--- src/gmc_defs.svh ---
`ifndef GMC_DEFS_SVH
`define GMC_DEFS_SVH
// ****************************************
// Register map
// ****************************************
`define GMC_OFF_CAL 9'h1C8
`define GMC_OFF_SETUP 9'h1C9
`define GMC_OFF_CURVE 9'h1CA
// ****************************************
// Fields and reset values
// ****************************************
`define GMC_GAIN_HI 15
`define GMC_GAIN_LO 6
`define GMC_OFFS_HI 5
`define GMC_PULLUP_BIT 7
`define GMC_TSRC_BIT 4
`define GMC_SENSE_BIT 2
`define GMC_SETUP_MASK 16'hEF97
`define GMC_CAL_RST 16'h4000
`define GMC_SETUP_RST 16'h0010
`define GMC_CURVE_RST 16'h71BE
`define GMC_GAIN_SHIFT 8
`endif

--- src/gmc_pkg.sv ---
package gmc_pkg;
  typedef logic [15:0] gmc_word_t;
  typedef logic signed [15:0] gmc_cur_t;
  typedef enum logic {GMC_TSRC_DIE, GMC_TSRC_THERM} gmc_tsrc_e;
endpackage : gmc_pkg

--- src/gmc_config.sv ---
`timescale 1ns/1ps
`include "gmc_defs.svh"
module gmc_config (
  input wire logic clk,
  input wire logic rst,
  input wire logic [8:0] reg_addr,
  input wire gmc_pkg::gmc_word_t reg_wdata,
  input wire logic reg_wr,
  input wire logic reg_rd,
  output gmc_pkg::gmc_word_t reg_rdata,
  input wire gmc_pkg::gmc_cur_t raw_current,
  input wire logic raw_valid,
  input wire gmc_pkg::gmc_word_t die_temperature,
  input wire gmc_pkg::gmc_word_t thermistor_temp,
  input wire gmc_pkg::gmc_word_t ext_temp_overwrite,
  input wire logic ext_override_en,
  output gmc_pkg::gmc_cur_t reported_current,
  output logic current_valid,
  output gmc_pkg::gmc_word_t temperature,
  output logic pullup_strength_select,
  output logic sense_resistor_select,
  output gmc_pkg::gmc_word_t thermistor_curve_word
);
  import gmc_pkg::*;
  // ****************************************
  // Registers
  // ****************************************
  gmc_word_t cal_r;
  gmc_word_t setup_r;
  gmc_word_t curve_r;
  gmc_word_t rdata_nxt;
  logic [9:0] current_gain_factor;
  logic signed [5:0] current_offset_trim;
  logic signed [27:0] raw_ext;
  logic signed [27:0] gain_ext;
  logic signed [27:0] product;
  logic signed [27:0] scaled;
  gmc_tsrc_e temperature_source_select;

  always_ff @(posedge clk) begin
    if (rst) begin
      cal_r <= `GMC_CAL_RST;
    end else if (reg_wr && reg_addr == `GMC_OFF_CAL) begin
      cal_r <= reg_wdata;
    end
  end

  // Undefined setup bits are masked so they never store
  always_ff @(posedge clk) begin
    if (rst) begin
      setup_r <= `GMC_SETUP_RST;
    end else if (reg_wr && reg_addr == `GMC_OFF_SETUP) begin
      setup_r <= reg_wdata & `GMC_SETUP_MASK;
    end
  end

  always_ff @(posedge clk) begin
    if (rst) begin
      curve_r <= `GMC_CURVE_RST;
    end else if (reg_wr && reg_addr == `GMC_OFF_CURVE) begin
      curve_r <= reg_wdata;
    end
  end

  // ****************************************
  // Read path
  // ****************************************
  always_comb begin
    case (reg_addr)
      `GMC_OFF_CAL: rdata_nxt = cal_r;
      `GMC_OFF_SETUP: rdata_nxt = setup_r & `GMC_SETUP_MASK;
      `GMC_OFF_CURVE: rdata_nxt = curve_r;
      default: rdata_nxt = 16'h0000;
    endcase
  end

  // Unmapped reads and idle cycles return zero
  always_ff @(posedge clk) begin
    if (rst) begin
      reg_rdata <= 16'h0000;
    end else if (reg_rd) begin
      reg_rdata <= rdata_nxt;
    end else begin
      reg_rdata <= 16'h0000;
    end
  end

  // ****************************************
  // Current trim
  // ****************************************
  assign current_gain_factor = cal_r[`GMC_GAIN_HI:`GMC_GAIN_LO];
  assign current_offset_trim = $signed(cal_r[`GMC_OFFS_HI:0]);
  // Both operands are widened first so the product keeps all 27 significant bits
  assign raw_ext = 28'(raw_current);
  assign gain_ext = 28'($signed({1'b0, current_gain_factor}));
  assign product = raw_ext * gain_ext;
  // Arithmetic shift floors toward minus infinity; kept for cheap hardware
  assign scaled = (product >>> `GMC_GAIN_SHIFT) + 28'(current_offset_trim);

  always_ff @(posedge clk) begin
    if (rst) begin
      reported_current <= 16'h0000;
      current_valid <= 1'b0;
    end else begin
      current_valid <= raw_valid;
      if (raw_valid) begin
        // Saturate rather than wrap when a large gain overflows 16 bits
        if (scaled > 28'sh0007FFF) begin
          reported_current <= 16'h7FFF;
        end else if (scaled < -28'sh0008000) begin
          reported_current <= 16'h8000;
        end else begin
          reported_current <= scaled[15:0];
        end
      end
    end
  end

  // ****************************************
  // Temperature and front end select
  // ****************************************
  assign temperature_source_select = gmc_tsrc_e'(setup_r[`GMC_TSRC_BIT]);

  always_ff @(posedge clk) begin
    if (rst) begin
      temperature <= 16'h0000;
      pullup_strength_select <= 1'b0;
      sense_resistor_select <= 1'b0;
      thermistor_curve_word <= `GMC_CURVE_RST;
    end else begin
      pullup_strength_select <= setup_r[`GMC_PULLUP_BIT];
      sense_resistor_select <= setup_r[`GMC_SENSE_BIT];
      thermistor_curve_word <= curve_r;
      case (temperature_source_select)
        GMC_TSRC_DIE: temperature <= die_temperature;
        GMC_TSRC_THERM: temperature <= ext_override_en ? ext_temp_overwrite
                                                       : thermistor_temp;
        default: temperature <= die_temperature;
      endcase
    end
  end

  // ****************************************
  // Checks
  // ****************************************
  a_setup_undef_zero: assert property (@(posedge clk) disable iff (rst)
    reg_rd && reg_addr == `GMC_OFF_SETUP |=> (reg_rdata & ~`GMC_SETUP_MASK) == 16'h0000)
    else $error("undefined setup bits read nonzero");
  a_pullup_follow: assert property (@(posedge clk) disable iff (rst)
    reg_wr && reg_addr == `GMC_OFF_SETUP |=> ##1
      pullup_strength_select == $past(reg_wdata[`GMC_PULLUP_BIT], 2))
    else $error("pullup select did not follow write");
  a_sense_follow: assert property (@(posedge clk) disable iff (rst)
    reg_wr && reg_addr == `GMC_OFF_SETUP |=> ##1
      sense_resistor_select == $past(reg_wdata[`GMC_SENSE_BIT], 2))
    else $error("sense select did not follow write");
  // Sampled reset in the antecedent: the edge that releases reset still loads zero
  a_temp_die: assert property (@(posedge clk) disable iff (rst)
    !rst && !setup_r[`GMC_TSRC_BIT] |=> temperature == $past(die_temperature))
    else $error("die temperature not routed");
  a_temp_therm: assert property (@(posedge clk) disable iff (rst)
    !rst && setup_r[`GMC_TSRC_BIT] && !ext_override_en
      |=> temperature == $past(thermistor_temp))
    else $error("thermistor temperature not routed");
  a_temp_override: assert property (@(posedge clk) disable iff (rst)
    !rst && setup_r[`GMC_TSRC_BIT] && ext_override_en
      |=> temperature == $past(ext_temp_overwrite))
    else $error("override temperature not routed");
  a_curve_track: assert property (@(posedge clk) disable iff (rst)
    reg_wr && reg_addr == `GMC_OFF_CURVE |=> ##1 thermistor_curve_word == $past(reg_wdata, 2))
    else $error("curve word not applied");
  a_unity_gain: assert property (@(posedge clk) disable iff (rst)
    raw_valid && cal_r == 16'h4000 |=> reported_current == $past(raw_current))
    else $error("unity gain altered current");
  a_offset_add: assert property (@(posedge clk) disable iff (rst)
    raw_valid && cal_r == 16'h4001 && raw_current < 16'sh7FFF
      |=> reported_current == $past(raw_current) + 16'sh0001)
    else $error("offset trim not added");
  a_valid_delay: assert property (@(posedge clk) disable iff (rst)
    raw_valid |=> current_valid)
    else $error("current valid missing");
  a_setup_store: assert property (@(posedge clk) disable iff (rst)
    reg_wr && reg_addr == `GMC_OFF_SETUP |=> (setup_r & 16'h1068) == 16'h0000)
    else $error("undefined setup bits stored");
  a_cal_read: assert property (@(posedge clk) disable iff (rst)
    reg_rd && reg_addr == `GMC_OFF_CAL |=> reg_rdata == $past(cal_r))
    else $error("calibration word not read back");
  a_curve_read: assert property (@(posedge clk) disable iff (rst)
    reg_rd && reg_addr == `GMC_OFF_CURVE |=> reg_rdata == $past(curve_r))
    else $error("curve word not read back");
  a_gain_double: assert property (@(posedge clk) disable iff (rst)
    raw_valid && cal_r == 16'h8000 && raw_current < 16'sh4000 && raw_current >= -16'sh4000
      |=> reported_current == $past(raw_current) + $past(raw_current))
    else $error("double gain not applied");
  a_offset_neg: assert property (@(posedge clk) disable iff (rst)
    raw_valid && cal_r == 16'h403F && raw_current != 16'sh8000
      |=> reported_current == $past(raw_current) - 16'sh0001)
    else $error("negative offset trim not added");
  a_sat_high: assert property (@(posedge clk) disable iff (rst)
    raw_valid && cal_r == 16'hFFC0 && raw_current == 16'sh7FFF
      |=> reported_current == 16'sh7FFF)
    else $error("positive overflow not saturated");
  a_sat_low: assert property (@(posedge clk) disable iff (rst)
    raw_valid && cal_r == 16'hFFC0 && raw_current == 16'sh8000
      |=> reported_current == 16'sh8000)
    else $error("negative overflow not saturated");
  a_valid_drop: assert property (@(posedge clk) disable iff (rst)
    !raw_valid |=> !current_valid)
    else $error("current valid too long");
  a_hold_current: assert property (@(posedge clk) disable iff (rst)
    !rst && !raw_valid |=> $stable(reported_current))
    else $error("reported current changed without sample");
  // Reset values are looked at on the first edge after release, so no disable here
  a_curve_reset: assert property (@(posedge clk)
    $fell(rst) |-> thermistor_curve_word == 16'h71BE)
    else $error("curve word reset value wrong");
  a_select_reset: assert property (@(posedge clk)
    $fell(rst) |-> !pullup_strength_select && !sense_resistor_select)
    else $error("front end selects not reset");
  a_tsrc_reset: assert property (@(posedge clk)
    $fell(rst) |-> setup_r[`GMC_TSRC_BIT])
    else $error("temperature source not reset to thermistor");

  // ****************************************
  // Cover points
  // ****************************************
  c_setup_write: cover property (@(posedge clk) reg_wr && reg_addr == `GMC_OFF_SETUP);
  c_therm_override: cover property (@(posedge clk) setup_r[`GMC_TSRC_BIT] && ext_override_en);
  c_sample: cover property (@(posedge clk) raw_valid && cal_r != `GMC_CAL_RST);
  c_saturate: cover property (@(posedge clk) current_valid && reported_current == 16'sh7FFF);
  c_setup_read: cover property (@(posedge clk) reg_rd && reg_addr == `GMC_OFF_SETUP);
endmodule : gmc_config

--- config.mk ---
export PLATFORM = sky130hd
export DESIGN_NAME = gmc_config
export DESIGN_NICKNAME = d
export VERILOG_FILES = /design/src/gmc_pkg.sv /design/src/gmc_config.sv
export VERILOG_INCLUDE_DIRS = /design/src /design/src/src
export SDC_FILE = /design/constraint.sdc
export NUM_CORES = 1
export LEC_CHECK = 0
export ABC_CLOCK_PERIOD_IN_PS = 12600
export BUFFER_PORTS_ARGS = -buffer_cell sky130_fd_sc_hd__buf_2
export CAP_MARGIN = 20
export CORE_MARGIN = 2
export CORE_UTILIZATION = 45
export CTS_BUF_LIST = sky130_fd_sc_hd__clkbuf_8
export DETAILED_ROUTE_END_ITERATION = 8
export PLACE_DENSITY = 0.65
export SYNTH_ARGS = -nofsm -noshare
export SYNTH_HDL_FRONTEND = slang
export SYNTH_SLANG_ARGS = --single-unit
--- constraint.sdc ---
create_clock -name clk -period 12.6 [get_ports clk]
set_clock_uncertainty 0.15 [all_clocks]
set_input_delay 3.15 -clock clk [delete_from_list [all_inputs] [get_ports clk]]
set_output_delay 3.15 -clock clk [all_outputs]
set_load 0.05 [all_outputs]
==> results.txt <==
- Outcome: finished, final reports clean
* Fmax: between 90 and 100 MHz
- Synthesized cell area: 0.0108 sq mm
* Setup TNS: 0 ns
- In the global route stage, overall resource usage came out at 20.8%.
- In this run, CTS created clock tree buffers numbering 9.
* Fraction of registers with async set/reset: 0%
- # diodes: 0
* Grt total ovfl: 0
- For the worst setup path, the data required time is 12.75 ns.
- Number of buffers inserted by port buffering: 161
- Clock latency on the worst-skew pair, taken at its later pin, is 0.39 ns.
- Met3 usage: about 2.4%
- Final core utilization: between 50% and 60%
- Count of antenna-violating nets left after detailed routing: 0
* Worst hold path class: reg2reg
* Core Area: 0.0235 sq mm
* Arrival time at the worst endpoint: roughly 11 ns
- # rows: 56
* Worst setup path start: raw_current[7]
- Final hold violation count: 0
- Clock tree from TritonCTS: built
- The number of nets handed over by synthesis was 1560.
- Measured against its own limit, the worst slew margin works out to 31.9%.
- In this run, post-CTS repair resized a total of 0 instances.
* PwrDens: ~60 mW/mm^2
- Met2 routing resource usage after global routing: 38.3%
- The analysis attributes to net switching a power of ~0.24 mW.
* I/O pin count: 162
- Clock tree synthesis found a total of 111 sinks.
* Pin count of the biggest net entering global routing: roughly 110
- In the final layout, the share of cells above drive strength 1 is roughly 15%.
- Fin crit share: between 80% and 90%
- Number of hold buffers added after cts: 0
- The internal power of the cells totals between 0.4 and 0.5 mW.
- Yosys mapped a number of flops with a built-in enable equal to 0.
- Yosys cell types: 58
- Setup repair after global routing left no endpoint under its margin.
- Max-slew violation total from the final report: 0
- Post-detailed-route via-to-cell ratio: roughly 5.1
- Across the VDD grid, the largest voltage drop is 0.0449 mV.
- Antenna violations before repair: 0
- Register share of total power: about half
- The first global-routing pass estimated around 43000 microns of wire.
- Total wire length after detailed routing: ~25000 microns
* Setup repair bufs after CTS: 0
- Initial DRC Count: 494
- Met1 track demand over resource: 26.1%
- A synthesized cell averages between 8 and 9 sq um.
* Timing endpoint of the critical path: reported_current[9]
* Maximum level of the CTS H-tree: 3
- Layer with the highest usage: met2
- The routed design could run at a clock period as short as about 11 ns.
* Chip Height: between 150 and 200 microns
- Number of nets in the finished design: about 1700
* Number of vias after detailed routing: around 8600
* Cell at the root of the clock tree: clkbuf_8
* Initial standard-cell utilization of the core: 45.9%
* Ys flop type: dfxtp_1
* Maximum net fanout on the critical path: 15
- Switching share of power: 32.5%
- The endpoint identified for the worst register-to-register timing path is reported_current[9].
- Post-detail-place hpwl: 20000 microns
* Number of instances in the synthesized netlist: around 1200
* Leakage: ~5.8 nW
- The share of total power dissipated in the clock network is between 20% and 30%.
* Crit Path Category: in2reg
- R2R Setup Slk: 4.01 ns
* Type of origin of the critical path: input pin
- Avg WL per Cell: about 15 microns
- The number of cells on the worst reg-to-reg path is 27.
- During synthesis, Yosys emitted a total of 0 warnings.
- Fillcell total: between 2000 and 2500
* Number of buffers between clock root and the deepest sink: 2
* Top library cells by usage in the layout, fill and taps aside: nand2_1, inv_1, buf_2
* Share of synthesized area occupied by flip-flops and latches: roughly a fifth
* Area Overhead vs Synth: 11.4%
- After detailed routing, the number of remaining DRC violations is 0.
- Endpoints failing setup: 0
- Seq cells post-synth: roughly 110
- Die area: approximately 0.025 sq mm
- The completed layout was analyzed and its total power is 0.724 mW.
- Crit end category: register
- The worst register-to-register path begins at cal_r[9].
* First drt pass iteration count: 8
* Overall die width: roughly 160 microns
* Max Cap Viol: 0
- Combinational logic is responsible for about a fifth of the overall power.
- The number of global-route vias before repair came to between 8000 and 9000.
* Slew at the pin with the worst max-slew slack: between 1 and 1.5 ns
- Routability-driven placement finished with a final weighted congestion of a little under 0.9.
- CTS clock-pin slew for the worst setup and hold paths: 0.11 ns
- Most common library cell in the layout ignoring fill and taps: nand2_1
[through the flow]
stage | worst slack [ns] | hold WS, ns | std cells | area, sq um
floorplan | 2.10 | 0.286 | 1243 | 10800
global placement | 1.71 | 0.292 | 1658 | 11800
detailed placement | 1.63 | 0.296 | 1658 | 11800
CTS | 2.02 | 0.310 | 1674 | 12000
global route | 1.51 | 0.326 | 1675 | 12000
finish | 1.99 | 0.309 | 1675 | 12000
[cell families (layout without fill, tap and decap cells)]
family / count (synthesis) / in the layout / synth area share [%]
adder cells (fa/ha/maj): 222 / 222 / 35.8
AND/OR/NAND/NOR: 422 / 422 / 18.5
XOR/XNOR: 39 / 39 / 3.16
buffers and inverters: 261 / 374 / 9.08
multiplexers: 18 / 18 / 1.68
flip-flops: 111 / 111 / 20.6
AO/OA/AOI/OAI: 170 / 170 / 11.2
[synth_stat cells, types with 2 or more instances]
cell type | n | share of area [%]
a21o_1 | 11 | 0.76
a222oi_1 | 12 | 1.1
a211oi_1 | 21 | 1.5
dfxtp_1 | 111 | 21
o21ai_0 | 9 | 0.42
clkbuf_1 | 69 | 2.4
o31a_1 | 3 | 0.24
nor2_1 | 70 | 2.4
and3_1 | 4 | 0.23
nor4_1 | 2 | 0.12
mux2i_1 | 17 | 1.6
xnor2_1 | 27 | 2.2
a2111oi_0 | 2 | 0.16
o21bai_1 | 3 | 0.21
o211ai_1 | 7 | 0.49
a22oi_1 | 5 | 0.35
and2_1 | 75 | 4.3
nand4_1 | 2 | 0.12
a21boi_0 | 3 | 0.21
or3_1 | 13 | 0.75
a21oi_1 | 55 | 2.5
ha_1 | 77 | 8.9
o2111a_1 | 3 | 0.31
nand3_1 | 11 | 0.51
nand2_1 | 194 | 6.7
xor2_1 | 12 | 0.97
inv_1 | 190 | 6.6
nor3_1 | 4 | 0.19
fa_1 | 145 | 27
a221o_1 | 3 | 0.28
or2_2 | 10 | 0.58
o32ai_1 | 14 | 1.1
o21a_1 | 7 | 0.49
nand3b_1 | 13 | 0.90
nor2b_1 | 15 | 0.87
and4_1 | 2 | 0.16
[power groups by stage]
stage / logic, mW / clock network, mW / registers (mW)
floorplan: 0.0674 / 0 / 0.404
detailed placement: 0.144 / 0 / 0.372
CTS: 0.144 / 0.221 / 0.364
global placement: 0.142 / 0 / 0.371
finish: 0.144 / 0.217 / 0.363
global route: 0.157 / 0.235 / 0.365
[area by class of cell]
| cell class | count | area (sq um) | area share (%) |
|---|---|---|---|
| Tap cell | 319 | 399 | 3.32 |
| Multi-Input combinational cell | 871 | 7600 | 63.2 |
| Timing Repair Buffer | 168 | 881 | 7.32 |
| Clock inverter | 7 | 85.1 | 0.707 |
| Clock buffer | 9 | 124 | 1.03 |
| Inverter | 190 | 713 | 5.93 |
| Sequential cell | 111 | 2220 | 18.5 |
[state kept, by name, summed over array words and instances, names as in the netlist]
name	count
cal_r	16
curve_r	16
reg_rdata	16
reported_current	16
temperature	16
thermistor_curve_word	16
setup_r	12
current_valid	1
pullup_strength_select	1
sense_resistor_select	1
[worst min-delay path by stage]
| stage | startpoint | end | cells after the start |
|---|---|---|---|
| floorplan | setup_r[0] | setup_r[0] | 2 |
| global placement | setup_r[0] | setup_r[0] | 2 |
| detailed placement | setup_r[0] | setup_r[0] | 2 |
| CTS | setup_r[0] | setup_r[0] | 2 |
| global route | setup_r[0] | setup_r[0] | 2 |
| finish | setup_r[0] | setup_r[0] | 2 |
[layer usage]
layer  wire length, microns  vias up
li1                       -     4181
met1                  10700     4166
met2                  13100      188
met3                    946       35
met4                    489        0
met5                      0        -
[critical path: stages]
cell and delay [ns]:
buf_2 0.19, nand2_1 0.10, fa_1 0.56, inv_1 0.05, fa_1 0.55, fa_1 0.44
fa_1 0.55, inv_1 0.06, fa_1 0.53, inv_1 0.04, ha_1 0.35, a211oi_1 0.26
nand2_1 0.11, a311oi_1 0.26, o21a_1 0.25, o21ba_2 0.18, o211ai_1 0.14, a21oi_1 0.20
xnor2_1 0.09, ha_1 0.41, a21oi_1 0.16, a21boi_0 0.18, o211ai_1 0.10, a21oi_1 0.22
mux2_2 0.37, or3_1 0.38, o31a_1 0.51, o41ai_2 0.36
(Power assumes the default switching activity.)
